$ cat src/dcs_defs.vh
/*
 * Constants for the DRAM cycle sequencer: size codes, state numbers, timing.
 * Assumes a 50 MHz mclk; the cycle state advances once per mclk period.
 */
`ifndef DCS_DEFS_VH
`define DCS_DEFS_VH

`define DCS_LEN_W 3
`define DCS_ST_W 4
`define DCS_LEN_1 3'h1
`define DCS_LEN_2 3'h2
`define DCS_LEN_3 3'h3
`define DCS_LEN_8 3'h5
`define DCS_LEN_16 3'h6
`define DCS_LEN_32 3'h7

`define DCS_S0 4'h0
`define DCS_S1 4'h1
`define DCS_S2 4'h2
`define DCS_S3 4'h3
`define DCS_S4 4'h4
`define DCS_S5 4'h5
`define DCS_S6 4'h6
`define DCS_S7 4'h7
`define DCS_S8 4'h8
`define DCS_S9 4'h9
`define DCS_S10 4'hA
`define DCS_S11 4'hB
`define DCS_S12 4'hC
`define DCS_S13 4'hD
`define DCS_S14 4'hE

`define DCS_LAST_WR 4'h4
`define DCS_LAST_RD8 4'h5
`define DCS_LAST_RD16 4'h8
`define DCS_LAST_RD32 4'hE
`define DCS_LAST_PW 4'h8
`define DCS_LAST_REF 4'h6

`define DCS_CLK_MHZ 50
`define DCS_REF_COUNT_SYS 312
`define DCS_SYS_MHZ 20
`define DCS_REF_W 10

`endif

$ cat src/dcs_sequencer.v
/*
 * DRAM cycle sequencer: write, 8/16/32-byte reads, partial write, refresh.
 * Assumes the request source holds req_valid and its fields until req_ready.
 */
`default_nettype none
`include "dcs_defs.vh"

module dcs_sequencer (
	input wire mclk,
	input wire rst_n,
	input wire req_valid,
	input wire req_write,
	input wire [2:0] req_len,
	input wire [1:0] req_addr,
	output wire req_ready,
	output reg ras_n,
	output reg cas_n,
	output reg we_n,
	output reg ecc_mode_upper,
	output reg ecc_mode_lower,
	output reg ecc_output_latch_strobe,
	output reg data_drive,
	output reg [3:0] byte_sel,
	output reg merge_active,
	output reg [2:0] cycle_kind,
	output reg busy
);
	localparam [5:0] K_IDLE = 6'h01;
	localparam [5:0] K_WR = 6'h02;
	localparam [5:0] K_RD = 6'h04;
	localparam [5:0] K_PW = 6'h08;
	localparam [5:0] K_REF = 6'h10;
	localparam [5:0] K_NONE = 6'h20;

	reg [5:0] kind;
	reg [`DCS_ST_W-1:0] st;
	reg [2:0] len;
	wire ref_req;
	wire ref_clear = (kind == K_REF) && (st == `DCS_S3);

	dcs_refresh_timer u_timer (
		.mclk(mclk),
		.rst_n(rst_n),
		.req_clear(ref_clear),
		.ref_req(ref_req)
	);

	function is_partial;
		input [2:0] l;
		begin
			is_partial = (l == `DCS_LEN_1) || (l == `DCS_LEN_2) || (l == `DCS_LEN_3);
		end
	endfunction

	function [3:0] last_state;
		input [5:0] k;
		input [2:0] l;
		begin
			case (k)
				K_WR: last_state = `DCS_LAST_WR;
				K_PW: last_state = `DCS_LAST_PW;
				K_REF: last_state = `DCS_LAST_REF;
				K_RD: last_state = (l == `DCS_LEN_32) ? `DCS_LAST_RD32 :
					(l == `DCS_LEN_16) ? `DCS_LAST_RD16 : `DCS_LAST_RD8;
				default: last_state = `DCS_S0;
			endcase
		end
	endfunction

	// Byte selects from low address and size
	function [3:0] sel_bytes;
		input [1:0] a;
		input [2:0] l;
		reg [3:0] m;
		begin
			m = (l == `DCS_LEN_1) ? 4'h1 : (l == `DCS_LEN_2) ? 4'h3 : 4'h7;
			sel_bytes = m << a;
		end
	endfunction

	// Reads end in a state that overlaps the next S0
	wire rd_overlap = (kind == K_RD);
	wire at_last = (kind != K_IDLE) && (st == last_state(kind, len));
	wire can_start = (kind == K_IDLE) || at_last;
	wire rd_req = req_valid && !req_write;
	wire [5:0] req_kind = !req_write ? K_RD :
		(is_partial(req_len) ? K_PW : K_WR);
	wire len_ok = req_write || (req_len == `DCS_LEN_8) ||
		(req_len == `DCS_LEN_16) || (req_len == `DCS_LEN_32);
	wire take_ref = can_start && ref_req && (kind != K_REF);
	// Ready withheld while refresh is pending
	assign req_ready = can_start && !ref_req && req_valid && len_ok;

	reg [5:0] next_kind;
	reg [`DCS_ST_W-1:0] next_st;
	always @* begin
		next_kind = kind;
		next_st = st + 4'h1;
		if (can_start) begin
			if (take_ref) begin
				next_kind = K_REF;
				next_st = (rd_overlap && at_last) ? `DCS_S1 : `DCS_S0;
			end else if (req_ready) begin
				next_kind = req_kind;
				// Read's final state doubles as the new S0
				next_st = (rd_overlap && at_last) ? `DCS_S1 : `DCS_S0;
			end else begin
				next_kind = K_IDLE;
				next_st = `DCS_S0;
			end
		end
		if (!rd_req && rd_overlap && at_last && !req_ready && !take_ref) begin
			next_kind = K_IDLE;
			next_st = `DCS_S0;
		end
	end

	// Strobe and mode decode for a given state
	reg n_ras, n_cas, n_we, n_up, n_lo, n_led, n_drv, n_mrg;
	always @* begin
		n_ras = 1'b0;
		n_cas = 1'b0;
		n_we = 1'b0;
		n_up = 1'b0;
		n_lo = 1'b0;
		n_led = 1'b0;
		n_drv = 1'b0;
		n_mrg = 1'b0;
		case (next_kind)
			K_WR: begin
				n_ras = (next_st >= `DCS_S1) && (next_st < `DCS_S4);
				n_cas = (next_st >= `DCS_S2) && (next_st < `DCS_S4);
				n_we = (next_st == `DCS_S3);
				n_drv = (next_st >= `DCS_S1) && (next_st < `DCS_S4);
			end
			K_RD: begin
				n_ras = (next_st >= `DCS_S1) && (next_st < ((len == `DCS_LEN_8) ?
					`DCS_S4 : (len == `DCS_LEN_16) ? `DCS_S7 : `DCS_S13));
				n_cas = (next_st >= `DCS_S2) && n_ras && (next_st != `DCS_S4) &&
					(next_st != `DCS_S7) && (next_st != `DCS_S10);
				n_up = (next_st >= `DCS_S2);
				n_lo = (next_st >= `DCS_S4) && (next_st != `DCS_S6) &&
					(next_st != `DCS_S8 || len == `DCS_LEN_16) &&
					(next_st != `DCS_S9) && (next_st != `DCS_S12);
				n_cas = n_cas || ((len == `DCS_LEN_32) && (next_st == `DCS_S11));
				n_lo = n_lo && !((len == `DCS_LEN_32) && (next_st == `DCS_S11));
			end
			K_PW: begin
				n_ras = (next_st >= `DCS_S1) && (next_st < `DCS_S8);
				n_cas = (next_st >= `DCS_S2) && (next_st < `DCS_S8);
				n_up = (next_st >= `DCS_S2) && (next_st < `DCS_S6);
				n_lo = (next_st >= `DCS_S4) && (next_st < `DCS_S6);
				// Latch strobe rises in S6 and drops with the enables in S8
				n_led = (next_st >= `DCS_S6) && (next_st < `DCS_S8);
				n_mrg = (next_st >= `DCS_S6) && (next_st < `DCS_S8);
				n_drv = n_mrg;
				n_we = (next_st == `DCS_S7);
			end
			K_REF: begin
				n_cas = (next_st >= `DCS_S1) && (next_st < `DCS_S3);
				n_ras = (next_st >= `DCS_S2) && (next_st < `DCS_S5);
			end
			default: begin
				n_ras = 1'b0;
			end
		endcase
	end

	always @(posedge mclk) begin
		if (!rst_n) begin
			kind <= K_IDLE;
			st <= `DCS_S0;
			len <= 3'h0;
			ras_n <= 1'b1;
			cas_n <= 1'b1;
			we_n <= 1'b1;
			ecc_mode_upper <= 1'b0;
			ecc_mode_lower <= 1'b0;
			ecc_output_latch_strobe <= 1'b0;
			data_drive <= 1'b0;
			merge_active <= 1'b0;
			byte_sel <= 4'h0;
			cycle_kind <= 3'h0;
			busy <= 1'b0;
		end else begin
			kind <= next_kind;
			st <= next_st;
			if (req_ready && !take_ref) begin
				len <= req_len;
				byte_sel <= is_partial(req_len) ? sel_bytes(req_addr, req_len) : 4'hF;
			end
			ras_n <= !n_ras;
			cas_n <= !n_cas;
			we_n <= !n_we;
			ecc_mode_upper <= n_up;
			ecc_mode_lower <= n_lo;
			ecc_output_latch_strobe <= n_led;
			data_drive <= n_drv;
			merge_active <= n_mrg;
			cycle_kind <= {next_kind == K_REF, next_kind == K_PW, next_kind == K_RD};
			busy <= (next_kind != K_IDLE);
		end
	end
endmodule
`default_nettype wire

$ cat src/dcs_refresh_timer.v
/*
 * Refresh interval timer: raises a sticky refresh request each interval.
 * Assumes the sequencer clears the request from its refresh cycle.
 */
`default_nettype none
`include "dcs_defs.vh"

module dcs_refresh_timer (
	input wire mclk,
	input wire rst_n,
	input wire req_clear,
	output reg ref_req
);
	// Interval is 312 system clocks at 20 MHz, rescaled to mclk
	localparam [`DCS_REF_W-1:0] REF_CYC =
		(`DCS_REF_COUNT_SYS * `DCS_CLK_MHZ) / `DCS_SYS_MHZ;
	reg [`DCS_REF_W-1:0] cnt;
	wire carry = (cnt == REF_CYC - 10'h001);

	always @(posedge mclk) begin
		if (!rst_n) begin
			cnt <= 10'h000;
			ref_req <= 1'b0;
		end else begin
			cnt <= carry ? 10'h000 : cnt + 10'h001;
			if (carry)
				ref_req <= 1'b1;
			else if (req_clear)
				ref_req <= 1'b0;
		end
	end
endmodule
`default_nettype wire

$ cat config.mk
export PLATFORM = sky130hd
export DESIGN_NAME = dcs_sequencer
export DESIGN_NICKNAME = d
export VERILOG_FILES = /design/src/dcs_sequencer.v /design/src/dcs_refresh_timer.v
export VERILOG_INCLUDE_DIRS = /design/src /design/src/src
export SDC_FILE = /design/constraint.sdc
export NUM_CORES = 1
export LEC_CHECK = 0
export BUFFER_PORTS_ARGS = -buffer_cell sky130_fd_sc_hd__clkbuf_2
export CORE_MARGIN = 2
export CORE_UTILIZATION = 50
export CTS_CLUSTER_DIAMETER = 120
export DETAILED_ROUTE_END_ITERATION = 7
export PLACE_DENSITY = 0.78
export SLEW_MARGIN = 20
export SYNTH_ARGS = -nofsm -noshare
export SYNTH_HDL_FRONTEND = slang
export SYNTH_SLANG_ARGS = --single-unit
$ cat constraint.sdc
create_clock -name mclk -period 4 [get_ports mclk]
set_clock_uncertainty 0.1 [all_clocks]
set_input_delay 0.4 -clock mclk [delete_from_list [all_inputs] [get_ports mclk]]
set_output_delay 0.4 -clock mclk [all_outputs]
set_load 0.01 [all_outputs]
==> flow_summary.toml, run 1 <==
[sta]
finalCritPeriodShare_pct = 89.5
fmax_ghz = 0.279
setup_slack_ns = 0.420
whs_ns = 0.304
finalSetupViolations = 0
rsz0062_at_grt = "no"
slew_headroom_pct = 47.4
fin_crit_ns = 3.58
finalSetupTns_ns = 0
tightest_slew_ns = 0.788
slew_violations = 0
timing.final.hold_violations = 0

[route]
wl_per_cell_um = 15.7
drcViolationCount = 0
ant_nets = 0
vias = 2148
viasPerCell = 6.19
drt_iter0_markers = 93
dr.pass1.iters = 5
drt_wl_total_um = 5440

[floorplan]
core-area_mm2 = 0.00432
die_area_mm2 = 0.00500
die_x_um = 70.7
rows = 24
io-pin-count = 26
initial_core_util_pct = 51.5
die_y_um = 70.7

[place]
postPlaceCellArea_mm2 = 0.00234
pre_cts_ws_ns = 0.483
place_hpwl_um = 3930
io_buffers = 25
gp_congestion = 0.956

[global_routing]
grt_pass1_vias = 1970
busiest_layer = "met2"
grt_start_max_net_pins = 24
overflow = 0
gr-usage-all-layers_pct = 22.6
met2_usage_pct = 36.6
antenna_found_initial = 0
grt_first_pass_wirelength_um = 9060
grt_util_met1_pct = 28.6
grt.met3_usage_pct = 5.70

[critical_path]
cp_slowest_stage_delay_ns = 0.51
cp_max_fo = 10
crit_path_end_kind = "flip-flop"
critPathMostFrequentCell = "nor2_1"
slowest_stage = "or3_1"
required_ns = 4.08
path_buf_inv = 0
path_class = "flip-flop to flip-flop"
arrival_ns = 3.66
cp_cell_sequence = "or3b_1 > nor2_1 > a221oi_1 > or3_1 > nand2_1 > nor2_1 > ha_1 > nand2_1 > nor2_1 > a211o_1 > o22a_1 > nor4_1 > o41ai_1"
startpoint_type = "flip-flop"
crit_family = "simple AND/OR/NAND/NOR gates"

[cells_and_area]
fillerInstances = 394
final_core_util_pct = 57.3
multiInputGateArea_mm2 = 0.00133
drive_gt1_share_pct = 14.6
ff_latch_area_um2 = 781
diodes = 0
nets = 307
syn2layout_area_growth_pct = 11.4
fin_area_mm2 = 0.00248

[synthesis]
synth_area_leaders = "dfxtp_1, nor2_1, nand2_1, xor2_1, a21oi_1"
yosys_most_used_dff = "dfxtp_1"
async_flop_share_pct = 0
synth_cells = 277
synth_edf_count = 0
ys_ff_latch = 39
syn_nets = 290
yosysWarningCount = 0
synth_top_area_share_pct = 35.1
synth_cell_types = 57
yosys.area.top_type = "dfxtp_1"
yosysSeqAreaShare_pct = 35.1
avgSynthCellArea_um2 = 8.04
synth_commonest_cells = "dfxtp_1, nor2_1, nand2_1"
syn_area_mm2 = 0.00223
yosysMostFrequentCell = "dfxtp_1"

[clock_tree]
cts_setup_buffers = 0
cts_root_buffer = "clkbuf_8"
cts_sinks = 39
clk-insertion-delay-late_ns = 0.30
htreeDepth = 2
cts_resized = 0
cts-hold-fix-buffers = 0
clk_pin_slew_ns = 0.08
cts_buffer_depth = 2
cts_tree = "built"
numCtsBuffers = 5

[flow_run]
drv_cap = 0

[outcome]
status = "completed"

[min_path]
hold_class = "primary input to flip-flop"

[power]
power_per_cell_area_mw_per_mm2 = 358
leakage_nw = 0.953
max-vdd-ir-drop_mv = 0.240
path summary, 6_finish.rpt:
| path | start | to | slack [ns] | cells after the start |
|---|---|---|---|---|
| max | kind[2] | cas_n | 0.42 | 13 |
| max reg2reg | kind[2] | cas_n | 0.42 | 13 |
| min reg2reg | u_timer.cnt[0] | u_timer.cnt[0] | 0.37 | 1 |
| min | req_len[2] | len[2] | 0.30 | 3 |
stage by stage:
step	power, mW	std cells
after floorplan	0.475	277
after global routing	0.919	347
after global placement	0.498	339
final	0.887	347
after CTS	0.897	347
after detailed placement	0.500	339
area by class of cell:
class | instances | area share [%]
tap | 52 | 2.62
clock inverter | 3 | 2.73
clock buffer | 5 | 2.78
multi-input combinational | 213 | 53.5
inverter | 8 | 1.21
sequential | 39 | 31.5
timing repair buffer | 27 | 5.65
power breakdown:
part	total [mW]	internal, mW	switching (mW)
clock network	0.395	0.249	0.147
registers	0.411	0.399	0.0122
logic	0.0805	0.0312	0.0493
placed cells by master (no fill, tap or decap), types with 3 or more instances in the layout:
master	n
dfxtp_1	39
a211oi_1	4
a21oi_1	14
nor2_1	37
xor2_1	9
ha_1	4
nand3_1	11
nand2b_1	4
nor4_1	7
nand2_1	26
clkbuf_2	25
o21ai_0	9
nor3_1	11
a31oi_1	3
a221oi_1	4
clkbuf_8	5
xnor2_1	8
and2_1	5
and3_1	7
inv_1	8
nand3b_1	4
registers in the layout, indices dropped and copies added (netlist names):
signal,count
ras_n,1
cas_n,1
len,3
u_timer.ref_req,1
we_n,1
ecc_mode_upper,1
busy,1
merge_active,1
u_timer.cnt,10
kind,6
byte_sel,4
data_drive,1
cycle_kind,3
st,4
ecc_mode_lower,1
worst reg2reg max path, stage by stage, from the launching register on:
cell and delay, ns:
dfxtp_1 0.50, or3b_1 0.41, nor2_1 0.22, a221oi_1 0.18, or3_1 0.51, nand2_1 0.21, nor2_1 0.09, ha_1 0.32
nand2_1 0.06, nor2_1 0.06, a211o_1 0.29, o22a_1 0.20, nor4_1 0.18, o41ai_1 0.13
cell families after synthesis:
logic type               share of synthesized area, %
AO/OA/AOI/OAI                                    20.4
XOR/XNOR                                         6.69
AND/OR/NAND/NOR                                  28.8
adder cells (fa/ha/maj)                          2.25
buffers and inverters                            5.34
multiplexers                                     1.46
flip-flops                                       35.1
per-layer routing:
layer | wire (um) | share of wire [%]
met1 | 2310 | 43
met2 | 2480 | 46
met4 | 194 | 3.6
met5 | 0 | 0
met3 | 458 | 8.4
No activity file was read; power rests on OpenSTA's default activity.
==> run 2: changes to the inputs <==
--- a/config.mk
+++ b/config.mk
@@ -11,6 +11,7 @@
 export CORE_UTILIZATION = 50
 export CTS_CLUSTER_DIAMETER = 120
 export DETAILED_ROUTE_END_ITERATION = 7
+export MAX_ROUTING_LAYER = met4
 export PLACE_DENSITY = 0.78
 export SLEW_MARGIN = 20
 export SYNTH_ARGS = -nofsm -noshare
==> flow_summary.toml, run 2 (synthesis results as in run 1) <==
[outcome]
status = "completed"

[clock_tree]
htreeDepth = 2
cts_resized = 0
numCtsBuffers = 5
cts_sinks = 39
cts-hold-fix-buffers = 0
cts_setup_buffers = 0
clk_pin_slew_ns = 0.08
cts_root_buffer = "clkbuf_8"
clk-insertion-delay-late_ns = 0.30
cts_buffer_depth = 2
cts_tree = "built"

[cells_and_area]
final_cell_mix = "dfxtp_1, nor2_1, nand2_1"
top_regs = "u_timer.cnt x10, kind x6"
diodes = 0
drive_gt1_share_pct = 14.3
largest-register = "u_timer.cnt"
final_common_cell = "dfxtp_1"
instances_no_fill = 346
nets = 307
syn2layout_area_growth_pct = 9.16
largest_reg_flops = 10

[sta]
slew_violations = 0
timing.final.hold_violations = 0
finalSetupViolations = 0
rsz0062_at_grt = "no"
tightest_slew_ns = 0.768
finalCritPeriodShare_pct = 92.7
fmax_ghz = 0.270
slew_headroom_pct = 48.7
finalSetupTns_ns = 0
fin_crit_ns = 3.71

[critical_path]
r2r_slack_ns = 0.29
setup.worst_path.end = "cas_n"
crit_path_end_kind = "flip-flop"
cp-startpoint = "kind[4]"
timing.rr.end = "cas_n"
r2r-start = "kind[4]"
startpoint_type = "flip-flop"
path_class = "flip-flop to flip-flop"
reg2reg_depth = 13
required_ns = 4.08
arrival_ns = 3.79
cp_max_fo = 8

[route]
drt_iter0_markers = 145
wl_per_cell_um = 15.6
ant_nets = 0
vias = 2127
dr.pass1.iters = 6
drt_wl_total_um = 5410
viasPerCell = 6.15
drcViolationCount = 0

[global_routing]
overflow = 0
grt_first_pass_wirelength_um = 9110
grt_pass1_vias = 1963
grt_start_max_net_pins = 24
gr-usage-all-layers_pct = 23.0
antenna_found_initial = 0

[floorplan]
initial_core_util_pct = 51.5
die_area_mm2 = 0.00500
core-area_mm2 = 0.00432
die_x_um = 70.7
io-pin-count = 26
rows = 24
die_y_um = 70.7

[place]
place_inst = 339
gp_congestion = 0.950
io_buffers = 25
place_hpwl_um = 3950

[power]
leakage_nw = 0.936
max-vdd-ir-drop_mv = 0.194
power_per_cell_area_mw_per_mm2 = 315

[flow_run]
drv_cap = 0

[min_path]
hold_class = "primary input to flip-flop"
-- run 2: cell types whose count changed in the layout (fill, tap and decap cells not counted), sizes merged --
cell	previous run	this run
clkinvlp	1	0
clkinv	0	1
bufinv	2	0
clkbuf	30	31
-- run 2: layout make-up --
| cell class | count | area [um2] |
|---|---|---|
| fill | 428 | 1890 |
| clock inverter | 1 | 5.00 |
| multi-input combinational | 213 | 1330 |
| timing repair buffer | 27 | 140 |
| sequential | 39 | 781 |
| clock buffer | 6 | 82.6 |
| tap | 52 | 65.1 |
| inverter | 8 | 30.0 |
-- run 2: power by group --
group	internal [mW]	total (mW)	switching [mW]
clock network	0.135	0.274	0.139
registers	0.399	0.411	0.0120
logic	0.0312	0.0802	0.0489
-- run 2: worst min path at each step --
stage / startpoint / to / slack (ns) / cells after the start
detailed placement: u_timer.cnt[0] / u_timer.cnt[0] / 0.35 / 1
global route: rst_n / cas_n / 0.31 / 2
global placement: u_timer.cnt[0] / u_timer.cnt[0] / 0.34 / 1
finish: req_len[2] / len[2] / 0.28 / 3
floorplan: u_timer.cnt[0] / u_timer.cnt[0] / 0.33 / 1
CTS: req_len[2] / len[2] / 0.29 / 3
-- run 2: critical path, stage by stage (launching register included) --
cell and delay [ns]:
dfxtp_1 0.49, nor3b_1 0.53, a21oi_1 0.14, a221oi_1 0.46
or3_1 0.33, nand2_1 0.18, nor2_1 0.18, ha_1 0.25
nand2_1 0.06, nor2_1 0.06, a211o_1 0.30, o22a_1 0.20
nor4_1 0.19, o41ai_1 0.12
-- run 2: per-stage QoR --
step	power (mW)	hold WS, ns	setup WS [ns]	area [um2]	util, %
3_5_place_dp	0.499	0.355	0.393	2340	54.2
2_1_floorplan	0.475	0.326	0.749	2230	-
5_1_grt	0.794	0.310	0.0322	2430	56.2
4_1_cts	0.768	0.289	0.362	2430	56.2
3_3_place_gp	0.498	0.341	0.572	2340	54.2
6_report	0.765	0.285	0.292	2430	56.2
-- run 2: metal layers --
layer,track usage [%],wire length (um),up-vias
met4,9.43,158,0
li1,-,-,1033
met3,4.70,429,20
met5,-,0,-
met1,30.1,2350,970
met2,34.7,2470,104
